**config.mk**
```make
export PLATFORM = sky130hd
export DESIGN_NAME = upc_top
export DESIGN_NICKNAME = d
export VERILOG_FILES = /design/src/include/upc_pkg.sv /design/src/hw/upc_top.sv
export SDC_FILE = /design/constraint.sdc
export NUM_CORES = 1
export LEC_CHECK = 0
export BUFFER_PORTS_ARGS = -buffer_cell sky130_fd_sc_hd__buf_2
export CORE_MARGIN = 1.5
export CORE_UTILIZATION = 55
export CTS_CLUSTER_SIZE = 28
export DETAILED_ROUTE_END_ITERATION = 7
export PLACE_DENSITY = 0.8
export SLEW_MARGIN = 20
export SYNTH_ARGS = -nofsm -noshare
export SYNTH_HDL_FRONTEND = slang
export SYNTH_SLANG_ARGS = --single-unit
```
**constraint.sdc**
```tcl
create_clock -name clk_in -period 3.45 [get_ports clk_in]
set_input_delay 0.69 -clock clk_in [delete_from_list [all_inputs] [get_ports clk_in]]
set_output_delay 0.69 -clock clk_in [all_outputs]
set_load 0.05 [all_outputs]
```
**src/include/upc_pkg.sv**
```systemverilog
// Purpose: shared constants and carrier types for the uplink power control loop
// Assumes: 20 MHz clock, APB register access with 32-bit data
// Notes: power, target and signal-to-noise figures are held in 0.1 dB units
package upc_pkg;
    // register byte offsets
    localparam logic [7:0] UPC_OFS_CTRL = 8'h00;
    localparam logic [7:0] UPC_OFS_TARGET = 8'h04;
    localparam logic [7:0] UPC_OFS_RANGE = 8'h08;
    localparam logic [7:0] UPC_OFS_NOMINAL = 8'h0C;
    localparam logic [7:0] UPC_OFS_MONITOR = 8'h10;
    localparam logic [7:0] UPC_OFS_INT_STAT = 8'h14;
    localparam logic [7:0] UPC_OFS_INT_MASK = 8'h18;
    // control field positions
    localparam int UPC_CTRL_AUTO = 0;
    localparam int UPC_CTRL_ALARM = 1;
    localparam int UPC_CTRL_UNLOCK_MAX = 2;
    localparam int UPC_CTRL_FRAME_LSB = 4;
    localparam int UPC_FRAME_W = 3;
    // monitor field positions
    localparam int UPC_MON_OFFSET_LSB = 8;
    localparam int UPC_MON_ATMAX = 16;
    // framing codes
    localparam logic [2:0] UPC_FRAME_NONE = 3'h0;
    localparam logic [2:0] UPC_FRAME_EMBEDDED_MGMT = 3'h1;
    localparam logic [2:0] UPC_FRAME_DROP_INSERT_EXT = 3'h2;
    localparam logic [2:0] UPC_FRAME_EXT_SERVICE = 3'h3;
    // limits and reset values, 0.1 dB units except range, which is in whole dB
    localparam logic [6:0] UPC_TARGET_MAX = 7'h63;
    localparam logic [6:0] UPC_TARGET_RST = 7'h1E;
    localparam logic [3:0] UPC_RANGE_MAX = 4'h9;
    localparam logic [3:0] UPC_RANGE_RST = 4'h1;
    localparam logic [6:0] UPC_DB_TO_TENTHS = 7'h0A;
    localparam logic [7:0] UPC_NOMINAL_RST = 8'h00;
    localparam logic [7:0] UPC_SNR_CLIP = 8'hA0;
    localparam logic [9:0] UPC_FINE_BAND = 10'h005;
    localparam logic [13:0] UPC_DAMP_NUM = 14'h0008;
    localparam logic [13:0] UPC_DAMP_DEN = 14'h000A;
    // interrupt bits
    localparam int UPC_IRQ_W = 4;
    localparam int UPC_EV_CORR = 0;
    localparam int UPC_EV_ATMAX = 1;
    localparam int UPC_EV_REMOTE_UNLOCK = 2;
    localparam int UPC_EV_LOCAL_UNLOCK = 3;
    // correction pacing
    localparam int unsigned UPC_PACE_S = 4;
    localparam int unsigned UPC_CLK_HZ = 20000000;
    localparam int unsigned UPC_PACE_CYCLES = UPC_PACE_S * UPC_CLK_HZ;

    typedef struct packed {
        logic psel;
        logic penable;
        logic pwrite;
        logic [7:0] paddr;
        logic [31:0] pwdata;
    } upc_apb_req_t;

    typedef struct packed {
        logic auto_en;
        logic alarm_act;
        logic unlock_max;
        logic [2:0] framing;
    } upc_ctrl_t;

    typedef struct packed {
        upc_ctrl_t ctrl;
        logic [6:0] target;
        logic [3:0] range;
        logic [7:0] nominal;
        logic [6:0] offset;
        logic damp_done;
        logic [31:0] pace;
        logic [7:0] snr;
        logic remote_lock;
        logic local_lock;
        logic atmax;
        logic [3:0] int_stat;
        logic [3:0] int_mask;
        logic ack;
        logic [31:0] prdata;
        logic [7:0] tx_power;
        logic tx_alarm;
    } upc_state_t;
endpackage

```
**src/hw/upc_top.sv**
```systemverilog
// Purpose: closed-loop uplink transmit power control with APB registers
// Assumes: remote signal-to-noise figure arrives as a strobe with 0.1 dB data
// Notes: power offset above nominal is held in 0.1 dB units, 0 to range*10
//
// Chosen here: the register offsets and the APB interface to the registers.
`timescale 1ns/10ps

// Notes on behaviour
// - automatic control only with embedded management, drop-insert extended or service framing
// - nominal power is the manual level set before auto mode; lower bound
// - target accepts 0.0 to 9.9 dB in 0.1 dB, reset 3.0 dB
// - remote figure above target lowers power, never below nominal
// - remote figure below target raises power, never above nominal plus range
// - range accepts 0 to 9 whole dB, reset 1 dB
// - alarm setting off by default, else transmit alarm at power ceiling
// - remote demod unlock moves power to nominal or ceiling as configured
// - local demod unlock forces nominal power unconditionally
// - corrections applied at most once every 4 seconds
// - first correction of a change is 80 percent of the step
// - corrections continue until error under 0.5 dB, then 0.1 dB steps
// - reported remote figure has 0.2 dB resolution, clipped at 16.0 dB
// - remote figure readable whenever framing on, regardless of auto mode
// - reported power increase reads 0.0 dB when auto control is off
module upc_top #(
    parameter int unsigned PACE_CYCLES = upc_pkg::UPC_PACE_CYCLES
) (
    input wire logic clk_in,
    input wire logic rst_n_in,
    input wire logic ce_in,
    input wire upc_pkg::upc_apb_req_t apb_in,
    output logic [31:0] prdata_out,
    output logic pready_out,
    output logic pslverr_out,
    input wire logic snr_valid_in,
    input wire logic [7:0] snr_in,
    input wire logic remote_lock_in,
    input wire logic local_lock_in,
    output logic [7:0] tx_power_out,
    output logic tx_alarm_out,
    output logic irq_out
);
    import upc_pkg::*;

    logic [1:0] rst_q;
    logic rst_n;
    upc_state_t st;
    upc_state_t next_st;
    logic framed;
    logic auto_ok;
    logic [6:0] ceiling;
    logic signed [9:0] err;
    logic signed [9:0] step;
    logic signed [13:0] damp_prod;
    logic signed [10:0] sum;
    logic [6:0] sat;
    logic corr;
    logic [7:0] snr_rep;
    logic [6:0] off_rep;
    logic mapped;
    logic access;
    logic [3:0] events;
    logic [31:0] rd;

    // reset release through two flops
    always_ff @(posedge clk_in or negedge rst_n_in) begin
        if (!rst_n_in) begin
            rst_q <= 2'h0;
        end else begin
            rst_q <= {rst_q[0], 1'b1};
        end
    end
    assign rst_n = rst_q[1];

    // framing and mode qualification
    assign framed = st.ctrl.framing != UPC_FRAME_NONE;
    assign auto_ok = st.ctrl.auto_en && (st.ctrl.framing == UPC_FRAME_EMBEDDED_MGMT
        || st.ctrl.framing == UPC_FRAME_DROP_INSERT_EXT
        || st.ctrl.framing == UPC_FRAME_EXT_SERVICE);
    assign ceiling = 7'(st.range * UPC_DB_TO_TENTHS);

    // error and paced step size
    assign err = $signed({3'h0, st.target}) - $signed({2'h0, st.snr});
    assign damp_prod = (14'(err) * $signed(UPC_DAMP_NUM)) / $signed(UPC_DAMP_DEN);
    always_comb begin
        step = 10'sh000;
        if (err >= $signed(UPC_FINE_BAND) || err <= -$signed(UPC_FINE_BAND)) begin
            step = st.damp_done ? err : 10'(damp_prod);
        end else if (err > 10'sh000) begin
            step = 10'sh001;
        end else if (err < 10'sh000) begin
            step = -10'sh001;
        end
    end

    // saturate new offset between nominal and ceiling
    assign sum = $signed({4'h0, st.offset}) + 11'(step);
    always_comb begin
        if (sum < 11'sh000) begin
            sat = 7'h00;
        end else if (sum > $signed({4'h0, ceiling})) begin
            sat = ceiling;
        end else begin
            sat = sum[6:0];
        end
    end
    assign corr = auto_ok && st.local_lock && st.remote_lock
        && st.pace == 32'(PACE_CYCLES - 1);

    // monitored values
    assign snr_rep = !framed ? 8'h00 : (st.snr >= UPC_SNR_CLIP) ? UPC_SNR_CLIP
        : {st.snr[7:1], 1'b0};
    assign off_rep = auto_ok ? st.offset : 7'h00;

    // bus decode
    assign access = apb_in.psel && apb_in.penable && st.ack;
    assign mapped = apb_in.paddr == UPC_OFS_CTRL || apb_in.paddr == UPC_OFS_TARGET
        || apb_in.paddr == UPC_OFS_RANGE || apb_in.paddr == UPC_OFS_NOMINAL
        || apb_in.paddr == UPC_OFS_MONITOR || apb_in.paddr == UPC_OFS_INT_STAT
        || apb_in.paddr == UPC_OFS_INT_MASK;

    // read mux
    always_comb begin
        rd = 32'h0000_0000;
        unique case (apb_in.paddr)
            UPC_OFS_CTRL: begin
                rd[UPC_CTRL_AUTO] = st.ctrl.auto_en;
                rd[UPC_CTRL_ALARM] = st.ctrl.alarm_act;
                rd[UPC_CTRL_UNLOCK_MAX] = st.ctrl.unlock_max;
                rd[UPC_CTRL_FRAME_LSB +: UPC_FRAME_W] = st.ctrl.framing;
            end
            UPC_OFS_TARGET: rd[6:0] = st.target;
            UPC_OFS_RANGE: rd[3:0] = st.range;
            UPC_OFS_NOMINAL: rd[7:0] = st.nominal;
            UPC_OFS_MONITOR: begin
                rd[7:0] = snr_rep;
                rd[UPC_MON_OFFSET_LSB +: 7] = off_rep;
                rd[UPC_MON_ATMAX] = st.atmax;
            end
            UPC_OFS_INT_STAT: rd[3:0] = st.int_stat;
            UPC_OFS_INT_MASK: rd[3:0] = st.int_mask;
            default: rd = 32'h0000_0000;
        endcase
    end

    // next state of the whole block
    always_comb begin
        next_st = st;
        events = 4'h0;
        next_st.remote_lock = remote_lock_in;
        next_st.local_lock = local_lock_in;
        if (snr_valid_in) begin
            next_st.snr = snr_in;
        end
        // apb: one wait state, prdata registered
        next_st.ack = apb_in.psel && apb_in.penable && !st.ack;
        if (next_st.ack && !apb_in.pwrite) begin
            next_st.prdata = rd;
        end
        // pacing timer
        next_st.pace = (st.pace >= 32'(PACE_CYCLES - 1)) ? 32'h0 : st.pace + 32'h1;
        // control loop
        if (!auto_ok || !st.local_lock) begin
            next_st.offset = 7'h00;
            next_st.damp_done = 1'b0;
        end else if (!st.remote_lock) begin
            next_st.offset = st.ctrl.unlock_max ? ceiling : 7'h00;
            next_st.damp_done = 1'b0;
        end else if (corr) begin
            next_st.offset = sat;
            next_st.damp_done = (err >= $signed(UPC_FINE_BAND)
                || err <= -$signed(UPC_FINE_BAND));
            events[UPC_EV_CORR] = step != 10'sh000;
        end else if (st.offset > ceiling) begin
            next_st.offset = ceiling;
        end
        next_st.atmax = auto_ok && next_st.offset == ceiling;
        events[UPC_EV_ATMAX] = next_st.atmax && !st.atmax;
        events[UPC_EV_REMOTE_UNLOCK] = st.remote_lock && !remote_lock_in;
        events[UPC_EV_LOCAL_UNLOCK] = st.local_lock && !local_lock_in;
        // register writes take effect at the edge that completes access
        if (access && apb_in.pwrite) begin
            unique case (apb_in.paddr)
                UPC_OFS_CTRL: begin
                    next_st.ctrl.auto_en = apb_in.pwdata[UPC_CTRL_AUTO];
                    next_st.ctrl.alarm_act = apb_in.pwdata[UPC_CTRL_ALARM];
                    next_st.ctrl.unlock_max = apb_in.pwdata[UPC_CTRL_UNLOCK_MAX];
                    next_st.ctrl.framing = apb_in.pwdata[UPC_CTRL_FRAME_LSB +: UPC_FRAME_W];
                end
                UPC_OFS_TARGET: begin
                    if (apb_in.pwdata[6:0] <= UPC_TARGET_MAX && apb_in.pwdata[31:7] == 25'h0) begin
                        next_st.target = apb_in.pwdata[6:0];
                    end
                end
                UPC_OFS_RANGE: begin
                    if (apb_in.pwdata[3:0] <= UPC_RANGE_MAX && apb_in.pwdata[31:4] == 28'h0) begin
                        next_st.range = apb_in.pwdata[3:0];
                    end
                end
                UPC_OFS_NOMINAL: begin
                    if (!auto_ok) begin
                        next_st.nominal = apb_in.pwdata[7:0];
                    end
                end
                UPC_OFS_INT_MASK: next_st.int_mask = apb_in.pwdata[3:0];
                UPC_OFS_INT_STAT: next_st.int_stat = st.int_stat & ~apb_in.pwdata[3:0];
                default: next_st.int_stat = next_st.int_stat;
            endcase
        end
        // set wins over a simultaneous write-one clear
        next_st.int_stat = next_st.int_stat | events;
        next_st.tx_power = st.nominal + {1'b0, next_st.offset};
        next_st.tx_alarm = st.ctrl.alarm_act && next_st.atmax;
    end

    // single state register, frozen while clock enable is low
    always_ff @(posedge clk_in or negedge rst_n) begin
        if (!rst_n) begin
            st <= '0;
            st.target <= UPC_TARGET_RST;
            st.range <= UPC_RANGE_RST;
            st.nominal <= UPC_NOMINAL_RST;
        end else if (ce_in) begin
            st <= next_st;
        end
    end

    assign prdata_out = st.prdata;
    assign pready_out = st.ack;
    assign pslverr_out = st.ack && !mapped;
    assign tx_power_out = st.tx_power;
    assign tx_alarm_out = st.tx_alarm;
    assign irq_out = |(st.int_stat & st.int_mask);
endmodule

```
Yosys cells after proc, flatten, opt, wreduce, memory -nomap -nowiden
Cells that the tools add are included.
{ "totals": {"regBits": 112, "input_bits": 57, "out_inout_bits": 44, "elab_cells": 132} }
{ "op_classes": {"addsub": 4, "mul": 1, "n_div": 1, "order_cmp": 11, "eq_ne": 12, "muxes": 28, "bitwise_logic": 5, "n_reduce_logical": 49} }
{ "ops": {"columns": ["op", "n"], "rows": [
  ["two-way mux 7 bit", 7],
  ["two-way mux 10 bit", 4],
  ["two-way mux 8 bit", 5],
  ["adder 32 x 1 -> 32 bit (second input constant)", 1],
  ["equality test 32 x 27 -> 1 bit (second input constant)", 1],
  ["greater-or-equal comparator 32 x 27 -> 1 bit (second input constant)", 1],
  ["two-way mux 32 bit", 1],
  ["zero test 28 bit", 1],
  ["zero test 25 bit", 1],
  ["equality test 8 x 5 -> 1 bit (second input constant)", 3],
  ["case mux 3 bit (7 select lines)", 1],
  ["logical AND 1 bit", 17],
  ["equality test 8 x 4 -> 1 bit (second input constant)", 2],
  ["divider 14 x 5 -> 14 bit (second input constant)", 1],
  ["case mux 3 bit (4 select lines)", 1],
  ["AND reduction 4 bit", 3],
  ["adder 8 x 10 -> 11 bit", 1],
  ["greater-than comparator 11 x 8 -> 1 bit", 1],
  ["less-than comparator 11 x 1 -> 1 bit (second input constant)", 1],
  ["logical OR 1 bit", 10],
  ["nonzero test 10 bit", 1],
  ["greater-or-equal comparator 9 x 4 -> 1 bit (second input constant)", 1],
  ["greater-than comparator 9 x 1 -> 1 bit (second input constant)", 1],
  ["<= comparator 9 x 4 -> 1 bit (second input constant)", 1],
  ["other kinds (27)", 44]
]} }

Depth between registers and ports, before layout
{ "logic_depth": {"ltp_word": 16, "depth_mapped": 53, "mapped_depth_nobuf": 51} }

Worst setup path after synthesis
Ideal clock, no wire load.
{ "synth_timing": {"path_kind": "register -> register", "from": "reg st[113] (netlist bit)", "to": "reg st, in the netlist tx_power_out[7]", "setup_ps": 125, "t_arrival_ps": 9399, "required_time_ps": 3325, "path_slack_ps": -6074, "path_stages_with_launch": 52, "path_buffers": 1, "synth_period_minus_slack_ps": 9524, "cell_sequence": "dfrtp_1 -> inv_1 -> ha_1 -> inv_1 -> fa_1 -> inv_1 -> ha_1 -> nand3_1 -> mux2i_2 -> o211ai_1 -> a21o_1 -> a2111oi_0 -> a41oi_1 -> o311a_1 -> buf_6 -> o21ai_2 -> a211oi_1 -> or3_4 -> (+16 left out) -> o21a_1 -> o21ai_0 -> nand2b_1 -> a21oi_1 -> a41oi_1 -> a2111o_2 -> nor2_8 -> mux2i_1 -> o21ai_1 -> ha_1 -> a21o_1 -> a21o_1 -> a21o_1 -> a21oi_1 -> o21bai_1 -> a21oi_1 -> xnor2_1 -> mux2_2"} }
{ "synth_lines": {"columns": ["element", "line_no", "text"], "rows": [
  ["start: declaration", "upc_top.sv:46", "upc_state_t st;"],
  ["start signal: assignment", "upc_top.sv:223", "st <= next_st;"]
]} }

==> impl_metrics.py <==
metrics = {
    "global_route": {
        "first_global_vias": 9538,
        "grt_overflow": 0,
        "grt_max_degree": 58,
        "antenna_found_initial": 0,
        "grt_pass1_wl_mm": 47.9,
        "grt_util_all_layers_pct": 33.7,
    },
    "clock_tree": {
        "insertion_delay_ps": 360,
        "cts_tree": "done",
        "clock_path_buffers": 2,
        "clkTransAtPathRegs_ps": 70,
        "cts_buffers": 9,
        "h-tree-depth": 3,
        "clock-sinks": 112,
        "ctsRootBufferMaster": "clkbuf_16",
    },
    "sta": {
        "grt_setup_unrepaired": "true",
        "period_share_pct": 277,
        "finalHoldViolCount": 0,
        "timing.setup.tns_ps": -96900,
        "worst_pin_slew_ps": 868,
        "timing.hold.ws_ps": 97.7,
        "drv_slew": 0,
        "period_minus_slack_ps": 9560,
        "setup_slack_ps": -6110,
        "slew_headroom_pct": 42.1,
        "fmax_mhz": 105,
        "finClkSkew_ps": 9.52,
        "setup_viol": 19,
    },
    "detailed_routing": {
        "drcViolationCount": 0,
        "drt-initial-drc-count": 769,
        "viasPerCell": 6.14,
        "firstDrtPassIters": 5,
        "wl_mm": 30.8,
        "num_vias": 9817,
        "ant_nets": 0,
        "wire_per_inst_microns": 19.3,
    },
    "floorplanning": {
        "row_count": 47,
        "io_pins": 101,
        "die_w_microns": 132,
        "die-area_sq_um": 17500,
        "core_sq_um": 16500,
        "fp.dieH_microns": 132,
        "start_util_pct": 55.9,
    },
    "pwr": {
        "p_leak_nw": 5.98,
        "powerDensity_nw_per_um2": 630,
        "peakVddDrop_uv": 716,
    },
    "worst_setup_path": {
        "crit_required_ps": 3700,
        "cp_max_fo": 10,
        "critPathArrivalTime_ps": 9810,
        "crit_top_cell": "a21oi_2",
        "rr_worst_depth": 51,
        "critPathMaxStageDelay_ps": 420,
        "start_kind": "flop",
        "endpoint_kind": "flop",
        "critical_path_class": "reg2reg",
        "slowest_stage": "a2111o_2",
    },
    "outcome": {
        "violations": "negative setup slack",
        "status": "finished, violations left",
    },
    "layout": {
        "drive_above_1_share_pct": 41.9,
        "area_delta_synth_final_pct": 38.2,
        "num_antenna_cells": 0,
        "fin_util_pct": 77.3,
        "final_area_sq_um": 12700,
        "fin_nets": 1479,
    },
    "synthesis": {
        "yosysTopAreaCellShare_pct": 29.1,
        "ys_warn_count": 0,
        "ys_async_sr_fraction_pct": 100,
        "avgSynthCellArea_sq_um": 8.78,
        "synthMostInstantiatedCell": "dfrtp_1",
        "netlist_area_sq_um": 9210,
        "synth_top_cells_by_count": "dfrtp_1 (107), nor2_1 (102), nand2_1 (84)",
        "syn_inst": 1048,
        "seq_area_frac_synth_pct": 30.5,
        "synth-edff-count": 0,
        "ys.flop_type": "dfrtp_1",
        "synth_seq_cells": 112,
        "synth_largest_area_cell": "dfrtp_1",
        "synth_cell_types": 99,
        "synthTopCellsByArea": "dfrtp_1 (29%), mux2_2 (6.0%), ha_1 (5.8%), nor2_1 (4.2%), buf_4 (3.4%)",
    },
    "min_path": {
        "hold_path.class": "in2async",
    },
    "place": {
        "preCtsSetupSlack_ps": -6300,
        "post_dp_cell_area_sq_um": 11600,
        "io_buffers": 84,
        "post-dp-hpwl_mm": 22.7,
        "routabilityCongestion": 1.01,
    },
    "job": {
        "maxCapViolations": 0,
    },
}
==> placed cells by master, fill, tap and decap left out, drive strengths merged, types with 19 or more instances in the layout <==
master	count
nand2	85
xor2	29
ha	43
a21oi	56
nor2	104
nand4	21
mux2	49
inv	39
nand3	38
buf	374
dfrtp	107
nor4	19
xnor2	27
o21ai	59
nor3	28
==> kinds of logic after synthesis <==
group | count (synthesis) | share of synthesized area [%]
AO/OA/AOI/OAI | 272 | 21.2
XOR/XNOR | 56 | 5.82
adder cells (fa/ha/maj) | 47 | 6.71
buffers and inverters | 110 | 6.37
flip-flops | 112 | 30.5
multiplexers | 66 | 7.88
other | 2 | 0.0816
AND/OR/NAND/NOR | 383 | 21.4
==> worst max-delay path, delay by kind of cell, from the launching register on <==
| kind | cells | cell delay, ps |
|---|---|---|
| adders and majority gates | 7 | 1710 |
| xor gates and xnor gates | 2 | 250 |
| DFF | 1 | 390 |
| AOI/OAI and AO/OA | 25 | 4550 |
| muxes | 2 | 520 |
| buffers and inverters | 7 | 790 |
| and+or+nand+nor | 8 | 1230 |
==> path summary, 6_finish.rpt <==
check	startpoint	end	slack (ps)
max	st[113]$_DFFE_PN0P_	tx_power_out[7]$_DFFE_PN0P_	-6110
min	rst_n_in	rst_q[1]$_DFF_PN0_	100
max reg2reg	st[113]$_DFFE_PN0P_	tx_power_out[7]$_DFFE_PN0P_	-6110
min reg2reg	rst_q[0]$_DFF_PN0_	rst_q[1]$_DFF_PN0_	370
max in group asynchronous	rst_q[1]$_DFF_PN0_	st[109]$_DFFE_PN1P_	2250
min in group clk_in	rst_q[0]$_DFF_PN0_	rst_q[1]$_DFF_PN0_	370
==> stage by stage <==
stage	instances	power (mW)
floorplan	1063	4.16
detailed placement	1551	6.09
CTS	1582	7.55
global placement	1551	5.96
global route	1600	8.46
finish	1600	8.02
==> registers in the layout, indices dropped and copies added, names as in the netlist <==
signal and cells:
tx_alarm_out 1, st 84, pready_out 1, prdata_out 16, tx_power_out 8, rst_q 2
==> power breakdown <==
part | internal, mW | switching [mW] | total [mW]
Clock | 0.517 | 0.509 | 1.03
Sequential | 1.36 | 0.0645 | 1.43
Combinational | 2.73 | 2.83 | 5.56
Total | 4.61 | 3.40 | 8.02
==> timing repair <==
item / CTS / global route
hold buffers: 0 / 0
setup buffers: 15 / 21
setup endpoints to repair: 19 / 19
pin swaps: 40 / 38
gates cloned: 0 / 0
endpoints found under the hold margin: 0 / 0
gates resized for setup: 42 / 61
==> per-layer routing <==
layer  wire length, microns  vias to the layer above  GRT usage, %
met1                  12700                     4720          44.3
met3                   2010                      108          4.77
met5                      0                        -             0
met2                  14900                      505          56.5
li1                       -                     4484             -
met4                   1130                        0          13.0
==> final cells by class <==
| class | instances | area, sq um |
|---|---|---|
| clock buffers | 11 | 243 |
| repair buffers | 374 | 2680 |
| clock inverters | 5 | 38.8 |
| flip-flops and latches | 112 | 2810 |
| inverters | 37 | 141 |
| fillers | 1107 | 3740 |
| well taps | 220 | 275 |
| multi-input cells | 841 | 6530 |
Note: power is estimated with default switching activity, not from simulation.
